<file path="src/rtl/codec_port_pkg.sv">
/*
 * Shared constants for the codec serial frame port: frame geometry,
 * register offsets, field positions, reset values and transfer states.
 * Assumes a single 25 MHz core clock drives all logic that uses it.
 */
`default_nettype none

package codec_port_pkg;
    // Frame geometry in shift-clock periods
    localparam int         FRAME_SCLKS  = 256;
    localparam int         SLOT_BITS    = 16;
    localparam logic [7:0] SLOT_LEN     = 8'h10;
    localparam logic [7:0] SEC_SLOT_POS = 8'h80;

    // Master shift clock half period in core clock cycles
    localparam int         SCLK_HALF_DEF = 4;

    // Register map
    localparam int         ADDR_W       = 3;
    localparam int         DATA_W       = 16;
    localparam logic [2:0] ADDR_CTRL2   = 3'h0;
    localparam logic [2:0] ADDR_CTRL3   = 3'h1;
    localparam logic [2:0] ADDR_TX_PRI  = 3'h2;
    localparam logic [2:0] ADDR_TX_SEC  = 3'h3;
    localparam logic [2:0] ADDR_RX_PRI  = 3'h4;
    localparam logic [2:0] ADDR_RX_SEC  = 3'h5;
    localparam logic [2:0] ADDR_STATUS  = 3'h6;

    // Field positions
    localparam int         CTRL2_FLAG_BIT  = 0;
    localparam int         CTRL2_PHONE_BIT = 1;

    // Reset values
    localparam logic [1:0]  CTRL2_RST = 2'h0;
    localparam logic [7:0]  CTRL3_RST = 8'h10;
    localparam logic [15:0] WORD_RST  = 16'h0000;

    typedef enum logic [1:0] {
        XFER_IDLE = 2'b00,
        XFER_PRI  = 2'b01,
        XFER_SEC  = 2'b10
    } xfer_e;
endpackage

`default_nettype wire

</file>
<file path="src/rtl/codec_serial_frame_port.sv">
/*
 * Serial host port and frame timing of a voice codec: master/slave role,
 * frame sync generation or detection, delayed frame sync for chained
 * slaves, shift clock generation, 16-bit primary and secondary slots,
 * request latch, phone-mode flag and power-down.
 * Assumes the register port is synchronous to the core clock, the other pins asynchronous to it, and
 * that a slave-role shift clock is at most a quarter of the core clock.
 */
// Chosen here: the strobed register port and the placing of the registers.
`timescale 1ns/1ns
`default_nettype none

module codec_serial_frame_port #(
    parameter int SCLK_HALF = codec_port_pkg::SCLK_HALF_DEF
) (
    input  wire logic        core_clk_in,              // 25 MHz core clock
    input  wire logic        nrst_in,                  // Async reset, active low
    input  wire logic [2:0]  reg_addr_in,              // Register index
    input  wire logic [15:0] reg_wdata_in,             // Write data
    input  wire logic        reg_wr_in,                // Write strobe
    input  wire logic        reg_rd_in,                // Read strobe
    output logic      [15:0] reg_rdata_out,            // Read data, cycle after strobe
    input  wire logic        role_select_in,           // High: master
    input  wire logic        power_down_n_in,          // Low: power down
    input  wire logic        secondary_request_in,     // Secondary transfer request
    input  wire logic        shift_clock_in,           // Shift clock pin level
    output logic             shift_clock_out,          // Shift clock drive
    output logic             shift_clock_oe_out,       // Shift clock enable
    input  wire logic        frame_sync_n_in,          // Frame sync pin level
    output logic             frame_sync_n_out,         // Frame sync drive
    output logic             frame_sync_oe_out,        // Frame sync enable
    output logic             delayed_frame_sync_n_out, // Frame sync for chained slave
    input  wire logic        serial_data_in,           // Serial data from host
    output logic             serial_data_out,          // Serial data to host
    output logic             serial_data_oe_out,       // Serial data enable
    output logic             user_flag_out             // Phone-mode flag
);
    localparam logic [7:0] HALF_LAST = 8'(SCLK_HALF - 1);

    logic [1:0] rst_pipe;
    logic       rst_n;
    logic [5:0] pin_s1;
    logic [5:0] pin_s2;

    // Reset release and pin synchronisers
    always_ff @(posedge core_clk_in or negedge nrst_in)
    begin
        if (!nrst_in)
        begin
            rst_pipe <= 2'h0;
        end
        else
        begin
            rst_pipe <= {rst_pipe[0], 1'b1};
        end
    end
    assign rst_n = rst_pipe[1];

    always_ff @(posedge core_clk_in or negedge rst_n)
    begin
        if (!rst_n)
        begin
            pin_s1 <= 6'h22;
            pin_s2 <= 6'h22;
        end
        else
        begin
            pin_s1 <= {power_down_n_in, role_select_in, secondary_request_in,
                       serial_data_in, frame_sync_n_in, shift_clock_in};
            pin_s2 <= pin_s1;
        end
    end

    logic role_m;
    logic pd_act;
    assign role_m = pin_s2[4];
    assign pd_act = !pin_s2[5];

    codec_port_pkg::xfer_e xfer_reg, xfer_next;
    logic [7:0]  div_reg, div_next, pos_reg, pos_next, ctrl3_reg, ctrl3_next;
    logic [1:0]  ctrl2_reg, ctrl2_next;
    logic [15:0] tx_pri_reg, tx_pri_next, tx_sec_reg, tx_sec_next;
    logic [15:0] rx_pri_reg, rx_pri_next, rx_sec_reg, rx_sec_next;
    logic [15:0] tx_sh_reg, tx_sh_next, rx_sh_reg, rx_sh_next, rdata_next;
    logic sclk_reg, sclk_next, sclk_prev_reg, fs_reg, fs_next, fsd_reg, fsd_next;
    logic low_prev_reg, dout_reg, dout_next, oe_reg, oe_next;
    logic sec_serve_reg, sec_serve_next, sec_frame_reg, sec_frame_next;
    logic flag_reg, flag_next, role_oe_reg;
    logic rise, fall, low_now, start, stop, sec_k;

    function automatic logic in_slot(input logic [7:0] p, input logic sec);
        logic [7:0] q;
        q = p - codec_port_pkg::SEC_SLOT_POS;
        return (p < codec_port_pkg::SLOT_LEN) || (sec && (q < codec_port_pkg::SLOT_LEN));
    endfunction

    always_comb
    begin
        div_next       = div_reg;
        sclk_next      = sclk_reg;
        pos_next       = pos_reg;
        fs_next        = fs_reg;
        fsd_next       = fsd_reg;
        xfer_next      = xfer_reg;
        tx_sh_next     = tx_sh_reg;
        rx_sh_next     = rx_sh_reg;
        rx_pri_next    = rx_pri_reg;
        rx_sec_next    = rx_sec_reg;
        dout_next      = dout_reg;
        sec_serve_next = sec_serve_reg;
        sec_frame_next = sec_frame_reg;
        rise           = 1'b0;
        fall           = 1'b0;
        // Master divides the core clock; slave finds edges of the pin
        if (role_m)
        begin
            if (!pd_act)
            begin
                div_next = div_reg + 8'h01;
                if (div_reg == HALF_LAST)
                begin
                    div_next  = 8'h00;
                    sclk_next = !sclk_reg;
                    rise      = !sclk_reg;
                    fall      = sclk_reg;
                end
            end
        end
        else
        begin
            rise = pin_s2[0] && !sclk_prev_reg;
            fall = !pin_s2[0] && sclk_prev_reg;
        end
        // Frame position, master frame sync and delayed frame sync
        if (rise)
        begin
            pos_next = pos_reg + 8'h01;
            if (pos_reg == 8'h00)
            begin
                sec_frame_next = sec_serve_reg;
            end
            if (role_m)
            begin
                fs_next = !in_slot(pos_reg, sec_frame_reg);
            end
            fsd_next = !in_slot(pos_reg - ctrl3_reg, sec_frame_reg);
        end
        low_now = role_m ? !fs_next : !pin_s2[1];
        start   = low_now && !low_prev_reg;
        stop    = !low_now && low_prev_reg;
        sec_k   = role_m ? (pos_reg != 8'h00) : sec_serve_reg;
        if (start && !role_m && !sec_k)
        begin
            pos_next       = 8'h00;
            sec_frame_next = sec_serve_reg;
        end
        // Shifting: launch on rising, capture on falling edges
        if (start)
        begin
            xfer_next  = sec_k ? codec_port_pkg::XFER_SEC : codec_port_pkg::XFER_PRI;
            tx_sh_next = sec_k ? {tx_sec_reg[14:0], 1'b0} : {tx_pri_reg[14:0], 1'b0};
            dout_next  = sec_k ? tx_sec_reg[15] : tx_pri_reg[15];
        end
        else if (rise && low_now)
        begin
            dout_next  = tx_sh_reg[15];
            tx_sh_next = {tx_sh_reg[14:0], 1'b0};
        end
        if (fall && low_now)
        begin
            rx_sh_next = {rx_sh_reg[14:0], pin_s2[2]};
        end
        if (stop)
        begin
            xfer_next = codec_port_pkg::XFER_IDLE;
            if (xfer_reg == codec_port_pkg::XFER_PRI)
            begin
                rx_pri_next    = rx_sh_reg;
                sec_serve_next = sec_serve_reg || pin_s2[3];
            end
            else if (xfer_reg == codec_port_pkg::XFER_SEC)
            begin
                rx_sec_next    = rx_sh_reg;
                sec_serve_next = 1'b0;
            end
        end
        oe_next = low_now;
        // Power-down clears counters and stops the port, registers stay
        if (pd_act)
        begin
            div_next  = 8'h00;
            sclk_next = 1'b0;
            pos_next  = 8'h00;
            fs_next   = 1'b1;
            fsd_next  = 1'b1;
            xfer_next = codec_port_pkg::XFER_IDLE;
            oe_next   = 1'b0;
        end
    end

    // Software registers
    always_comb
    begin
        ctrl2_next  = ctrl2_reg;
        ctrl3_next  = ctrl3_reg;
        tx_pri_next = tx_pri_reg;
        tx_sec_next = tx_sec_reg;
        rdata_next  = 16'h0000;
        if (reg_wr_in)
        begin
            case (reg_addr_in)
                codec_port_pkg::ADDR_CTRL2:  ctrl2_next  = reg_wdata_in[1:0];
                codec_port_pkg::ADDR_CTRL3:  ctrl3_next  = reg_wdata_in[7:0];
                codec_port_pkg::ADDR_TX_PRI: tx_pri_next = reg_wdata_in;
                codec_port_pkg::ADDR_TX_SEC: tx_sec_next = reg_wdata_in;
                default:                     ctrl2_next  = ctrl2_reg;
            endcase
        end
        if (reg_rd_in)
        begin
            case (reg_addr_in)
                codec_port_pkg::ADDR_CTRL2:  rdata_next = {14'h0000, ctrl2_reg};
                codec_port_pkg::ADDR_CTRL3:  rdata_next = {8'h00, ctrl3_reg};
                codec_port_pkg::ADDR_TX_PRI: rdata_next = tx_pri_reg;
                codec_port_pkg::ADDR_TX_SEC: rdata_next = tx_sec_reg;
                codec_port_pkg::ADDR_RX_PRI: rdata_next = rx_pri_reg;
                codec_port_pkg::ADDR_RX_SEC: rdata_next = rx_sec_reg;
                codec_port_pkg::ADDR_STATUS:
                    rdata_next = {12'h000, pd_act, role_m, sec_frame_reg, sec_serve_reg};
                default:                     rdata_next = 16'h0000;
            endcase
        end
        flag_next = ctrl2_reg[codec_port_pkg::CTRL2_PHONE_BIT]
                    && ctrl2_reg[codec_port_pkg::CTRL2_FLAG_BIT];
    end

    always_ff @(posedge core_clk_in or negedge rst_n)
    begin
        if (!rst_n)
        begin
            xfer_reg      <= codec_port_pkg::XFER_IDLE;
            div_reg       <= 8'h00;
            pos_reg       <= 8'h00;
            ctrl2_reg     <= codec_port_pkg::CTRL2_RST;
            ctrl3_reg     <= codec_port_pkg::CTRL3_RST;
            tx_pri_reg    <= codec_port_pkg::WORD_RST;
            tx_sec_reg    <= codec_port_pkg::WORD_RST;
            rx_pri_reg    <= codec_port_pkg::WORD_RST;
            rx_sec_reg    <= codec_port_pkg::WORD_RST;
            tx_sh_reg     <= codec_port_pkg::WORD_RST;
            rx_sh_reg     <= codec_port_pkg::WORD_RST;
            reg_rdata_out <= 16'h0000;
            sclk_reg      <= 1'b0;
            sclk_prev_reg <= 1'b0;
            fs_reg        <= 1'b1;
            fsd_reg       <= 1'b1;
            low_prev_reg  <= 1'b0;
            dout_reg      <= 1'b0;
            oe_reg        <= 1'b0;
            sec_serve_reg <= 1'b0;
            sec_frame_reg <= 1'b0;
            flag_reg      <= 1'b0;
            role_oe_reg   <= 1'b0;
        end
        else
        begin
            xfer_reg      <= xfer_next;
            div_reg       <= div_next;
            pos_reg       <= pos_next;
            ctrl2_reg     <= ctrl2_next;
            ctrl3_reg     <= ctrl3_next;
            tx_pri_reg    <= tx_pri_next;
            tx_sec_reg    <= tx_sec_next;
            rx_pri_reg    <= rx_pri_next;
            rx_sec_reg    <= rx_sec_next;
            tx_sh_reg     <= tx_sh_next;
            rx_sh_reg     <= rx_sh_next;
            reg_rdata_out <= rdata_next;
            sclk_reg      <= sclk_next;
            sclk_prev_reg <= pin_s2[0];
            fs_reg        <= fs_next;
            fsd_reg       <= fsd_next;
            low_prev_reg  <= pd_act ? 1'b0 : low_now;
            dout_reg      <= dout_next;
            oe_reg        <= oe_next;
            sec_serve_reg <= sec_serve_next;
            sec_frame_reg <= sec_frame_next;
            flag_reg      <= flag_next;
            role_oe_reg   <= role_m;
        end
    end

    assign shift_clock_out          = sclk_reg;
    assign shift_clock_oe_out       = role_oe_reg;
    assign frame_sync_n_out         = fs_reg;
    assign frame_sync_oe_out        = role_oe_reg;
    assign delayed_frame_sync_n_out = fsd_reg;
    assign serial_data_out          = dout_reg;
    assign serial_data_oe_out       = oe_reg;
    assign user_flag_out            = flag_reg;

    // Helper counters for checks
    logic [4:0] lowcnt;
    logic [8:0] percnt;
    logic [7:0] lagcnt;
    logic       lag_ok;
    always_ff @(posedge core_clk_in or negedge rst_n)
    begin
        if (!rst_n)
        begin
            lowcnt <= 5'h00;
            percnt <= 9'h000;
            lagcnt <= 8'h00;
            lag_ok <= 1'b0;
        end
        else
        begin
            lowcnt <= start ? 5'h01 : ((rise && low_prev_reg) ? lowcnt + 5'h01 : lowcnt);
            // Power-down restarts the frame, so the spacing count restarts too
            percnt <= pd_act ? 9'h000
                    : ((start && !sec_k) ? 9'h001 : (rise ? percnt + 9'h001 : percnt));
            lagcnt <= (start && !sec_k) ? 8'h00 : (rise ? lagcnt + 8'h01 : lagcnt);
            // Lag is only meaningful when the delay setting held since frame start
            lag_ok <= (start && !sec_k) || (lag_ok && (ctrl3_next == ctrl3_reg));
        end
    end
endmodule

`default_nettype wire

</file>
<file path="config.mk">
export PLATFORM = sky130hd
export DESIGN_NAME = codec_serial_frame_port
export DESIGN_NICKNAME = d
export VERILOG_FILES = /design/src/rtl/codec_port_pkg.sv /design/src/rtl/codec_serial_frame_port.sv
export SDC_FILE = /design/constraint.sdc
export NUM_CORES = 1
export LEC_CHECK = 0
export BUFFER_PORTS_ARGS = -buffer_cell sky130_fd_sc_hd__buf_2
export CAP_MARGIN = 5
export CORE_MARGIN = 2
export CORE_UTILIZATION = 30
export CTS_CLUSTER_DIAMETER = 80
export DETAILED_ROUTE_END_ITERATION = 6
export PLACE_DENSITY_LB_ADDON = 0.12
export SETUP_SLACK_MARGIN = 0.5
export SYNTH_ARGS = -nofsm -noshare
export SYNTH_HDL_FRONTEND = slang
export SYNTH_SLANG_ARGS = --single-unit
</file>
<file path="constraint.sdc">
create_clock -name core_clk_in -period 5.2 [get_ports core_clk_in]
set_input_delay 0.78 -clock core_clk_in [delete_from_list [all_inputs] [get_ports core_clk_in]]
set_output_delay 0.78 -clock core_clk_in [all_outputs]
set_load 0.005 [all_outputs]
</file>
Yosys cells after proc, flatten, opt, wreduce, memory -nomap -nowiden

Index checks and enable logic that the tools add are counted.
W data, S select, Z words.

Register bits: 164
Bits of input ports: 29
Output and inout bits: 24
Word-level logic and storage cells: 131

Add/subtract/negate cells: 5
Magnitude comparators: 4
Equality and inequality tests: 14
Muxes and demuxes: 40
Bitwise logic cells: 1
Reductions and logical operators: 42

Operators with widths:

| kind                  | count |
|---|---|
| $pmux W16 S7          | 1 |
| $mux W16              | 4 |
| $mux W8               | 6 |
| $lt A8 B5 Y1 const B  | 4 |
| $mux W1               | 25 |
| $add A8 B1 Y8 const B | 2 |
| $reduce_and A2 Y1     | 8 |
| $sub A8 B8 Y8 const B | 2 |
| $logic_not A1 Y1      | 12 |
| $logic_and A1 B1 Y1   | 11 |
| $eq A3 B3 Y1 const B  | 3 |
| $eq A8 B2 Y1 const B  | 1 |
| $logic_not A8 Y1      | 1 |
| $mux W2               | 4 |
| $reduce_bool A2 Y1    | 4 |
| $reduce_bool A8 Y1    | 1 |
| $sub A8 B8 Y8         | 1 |
| $eq A3 B2 Y1 const B  | 2 |
| $ne A3 B1 Y1 const B  | 2 |
| $ne A2 B1 Y1 const B  | 2 |
| $eq A3 B1 Y1 const B  | 1 |
| $logic_not A3 Y1      | 1 |
| $logic_or A1 B1 Y1    | 3 |
| $reduce_and A3 Y1     | 1 |
| 4 further kinds       | 4 |

Longest topological paths before layout

Word-level depth: 14
Depth in mapped cells: 9
Gate-level depth less buffers: 8

Worst setup path before layout

Ideal clock, no wire load.

Path type: input to register
Start: in reg_addr_in[1]
End: reg tx_pri_reg[10]
Library setup time: 0.125 ns
Data arrival time: 2.289 ns
Data required time: 5.075 ns
Slack: 2.786 ns
Stages: 7
Path buffers: 3
Path through: buf_2 -> nor2b_1 -> nor2b_1 -> and2_1 -> clkbuf_1 -> buf_2 -> mux2_2

Word-level cells in the longest chain between the ends: 2

RTL lines:

| what                               | RTL line                       | text |
|---|---|---|
| from (decl)                        | codec_serial_frame_port.sv:18  | `input wire logic [2:0] reg_addr_in,` |
| $eq A3 B2 Y1                       | codec_serial_frame_port.sv:211 | `case (reg_addr_in)` |
| $reduce_and A2 Y1 (no source line) | --                             |  |
| to (signal assigned)               | codec_serial_frame_port.sv:246 | `tx_pri_reg <= codec_port_pkg::WORD_RST;` |
| to (signal assigned)               | codec_serial_frame_port.sv:272 | `tx_pri_reg <= tx_pri_next;` |
| to (decl)                          | codec_serial_frame_port.sv:82  | `logic [15:0] tx_pri_reg, tx_pri_next, tx_sec_reg, tx_sec_next;` |

No other way between the ends.
A chain may end at the register's enable or synchronous reset.

Worst setup path after layout

Start: reg div_reg[0]
End: reg rx_sec_reg[3]

Word-level cells in the longest chain between the ends: 10

RTL lines:

| what                               | RTL line                       | text |
|---|---|---|
| from (decl)                        | codec_serial_frame_port.sv:80  | `logic [7:0] div_reg, div_next, pos_reg, pos_next, ctrl3_reg, ctrl3_next;` |
| from (signal assigned)             | codec_serial_frame_port.sv:268 | `div_reg <= div_next;` |
| $eq A8 B2 Y1                       | codec_serial_frame_port.sv:120 | `if (div_reg == HALF_LAST)` |
| $mux W1                            | codec_serial_frame_port.sv:120 |  |
| $mux W1                            | codec_serial_frame_port.sv:117 | `if (!pd_act)` |
| $mux W1                            | codec_serial_frame_port.sv:115 | `if (role_m)` |
| $mux W1                            | codec_serial_frame_port.sv:135 | `if (rise)` |
| $logic_not A1 Y1                   | codec_serial_frame_port.sv:148 | `low_now = role_m ? !fs_next : !pin_s2[1];` |
| $mux W1                            | codec_serial_frame_port.sv:148 |  |
| $logic_not A1 Y1                   | codec_serial_frame_port.sv:150 | `stop = !low_now && low_prev_reg;` |
| $logic_and A1 B1 Y1                | codec_serial_frame_port.sv:150 |  |
| $reduce_and A3 Y1 (no source line) | --                             |  |
| to (signal assigned)               | codec_serial_frame_port.sv:249 | `rx_sec_reg <= codec_port_pkg::WORD_RST;` |
| to (signal assigned)               | codec_serial_frame_port.sv:275 | `rx_sec_reg <= rx_sec_next;` |
| to (decl)                          | codec_serial_frame_port.sv:83  | `logic [15:0] rx_pri_reg, rx_pri_next, rx_sec_reg, rx_sec_next;` |

No other way between the ends.

==> qor.txt <==
Status: finished clean
Critical path buffer and inverter count: 0
WP data required: 5500 ps
CTS Buffer Depth: 2
Antenna-violating nets left: 0
Max Clock Freq: 328 MHz
H-Tree Depth: 4
Peak VDD IR: 0.162 mV
Router iterations before antenna repair: 4
Top delay family on crit path: simple AND/OR/NAND/NOR gates
Maximum number of pins on one net before global-route repair: 56
CTS Buf Count: 17
Number of flops mapped to enable cells by yosys: 0
CP arrival: 3350 ps
# IOs: 53
Fill cells: 2394
Vias in the first global route: 4837
Kind of critical path: flip-flop to flip-flop
Placer Congestion: 0.760
Final setup violation count: 0
Layout area overhead: 16.3%
Drt initial violations: 227
Post-Syn Nets: 626
Die Wd: 161 um
Most frequent cells in the layout: dfrtp_1, mux2_2, buf_2
Register area share after synthesis: 55.3%
# DRC: 0
Mapped cell area: 7390 um^2
Shortest period the worst path allows: 3050 ps
Final period util: 58.6%
Nature of the critical path endpoint: flip-flop
CTS tree: done
Initial core utilization: 30.5%
Detailed Place HPWL: 12300 um
Total number of vias: 4635
Ranking of synthesized cells by area: dfrtp_1, mux2_2, mux2_4
Port Buffers: 52
Total grt overflow: 0
Vias/cell: 4.78
Fraction of layout cells with a size suffix above 1: 33.0%
Final Skew: 7.98 ps
Synth Warn #: 0
Placed inst area: 7940 um^2
Die area: 25900 um^2
Measured slew at the worst slew-check pin: 1150 ps
Most common cell after layout, fill and taps aside: dfrtp_1
Crit-path slowest cell: and4b_1
P_leak: 4.01 nW
Clk sinks: 163
Worst Setup Start Kind: flip-flop
Mapped Avg Cell Area: 12.6 um^2
Die H: 161 um
Crit-path max FO: 16
Diodes inserted: 0
Max-cap viol count: 0
Async SR Flop Fraction: 100%
Netlist cell types: 57
Power Dens Cells: 398 nW/um^2
Root Buffer: clkbuf_16
Worst-Skew Late Latency: 420 ps
Post-CTS sizing: 0
# hold bufs at CTS: 0
First-pass GRT wire length: 28100 um
Multi-input gate area: 3070 um^2
Share of the synthesized area in the top cell type: 52.8%
Hold WC Path Type: input port to asynchronous set/reset pin
Worst slew margin: 23.1%
FP Rows: 57
Routed WL: 17400 um
Yosys top cell by area: dfrtp_1
Post-synthesis cell count: 586
Initial antenna violation count: 0
Crit-path cells: ha_1 -> nor3b_1 -> a31o_2 -> o311ai_4 -> nand2_4 -> and4b_1 -> mux2_2
Core ar.: 24200 um^2
Slew Viols, Final: 0
Worst-path clk slew: 70 ps
Avg WL per Cell: 17.9 um
Seq cells post-synth: 163
Final Hold Vio Count: 0
Post-CTS Setup Inserts: 0
CP max stage delay: 960 ps
Main synth FF type: dfrtp_1
FF/Latch Area: 4090 um^2
Final layout net count: 672
RSZ-0062 raised after global routing: no
Fin area: 8600 um^2
Post-Route Setup TNS: 0 ps
Gr usage total: 14.1%
## cell usage after synthesis, drive strengths merged (3+ instances only)
master,instances
a211oi,3
a21oi,11
a221oi,3
a222oi,10
a22o,8
a31oi,3
and2,3
and3,7
buf,18
clkbuf,14
dfrtp,156
dfstp,7
ha,11
inv,15
mux2,100
mux2i,29
nand2,32
nand2b,6
nand3,11
nand4,6
nor2,47
nor2b,6
nor3,4
nor3b,3
o21ai,29
o22ai,5
xnor2,4
xor2,10
## cell type report
type	count	area share [%]
flip-flops and latches	163	47.6
multi-input cells	376	35.7
clock buffers	17	4.95
well taps	324	4.71
repair buffers	59	3.64
clock inverters	15	2.78
inverters	15	0.655
## kinds of logic after synthesis
family | count (synthesis) | synth area share (%)
AO/OA/AOI/OAI | 88 | 8.58
XOR/XNOR | 14 | 1.66
adder cells (fa/ha/maj) | 11 | 1.86
buffers and inverters | 47 | 3.27
flip-flops | 163 | 55.3
multiplexers | 130 | 20.5
other | 1 | 0.0507
AND/OR/NAND/NOR | 132 | 8.83
## per-layer routing
metal	track usage, %	vias to the layer above	share of wire (%)
li1	-	2206	-
met1	20.3	2348	50
met2	21.7	66	46
met3	2.59	15	2.7
met4	4.42	0	1.3
met5	0	-	0
## where the power goes
part | switching [mW] | internal (mW)
clock | 0.554 | 0.869
combinational | 0.210 | 0.219
sequential | 0.143 | 1.43
## path summary, 6_finish.rpt
check / from / endpoint / slack [ps] / depth (start not counted)
setup / recovery: div_reg[0] / rx_sec_reg[3] / 2150 / 7
hold / removal: nrst_in / rst_pipe[0] / 130 / 1
setup reg to reg: div_reg[0] / rx_sec_reg[3] / 2150 / 7
hold reg to reg: pin_s1[0] / pin_s2[0] / 350 / 0
max in group asynchronous: rst_pipe[1] / tx_pri_reg[10] / 3660 / 1
min in group core_clk_in: pin_s1[0] / pin_s2[0] / 350 / 0
## worst register-to-register path: stages, from the launching register on
cell	delay, ps
dfrtp_1	380
ha_1	210
nor3b_1	370
a31o_2	250
o311ai_4	140
nand2_4	180
and4b_1	960
mux2_2	430
## per-stage QoR
stage	instances	power, mW	util, %	setup WS (ps)	hold WS [ps]
floorplan	586	1.86	-	2510	331
global placement	937	2.02	32.7	2030	336
detailed placement	937	2.03	32.7	1900	335
CTS	969	3.48	35.5	2090	108
global route	969	3.60	35.5	1880	109
finish	969	3.43	35.5	2150	129
Power figures use the tool's default switching activity.
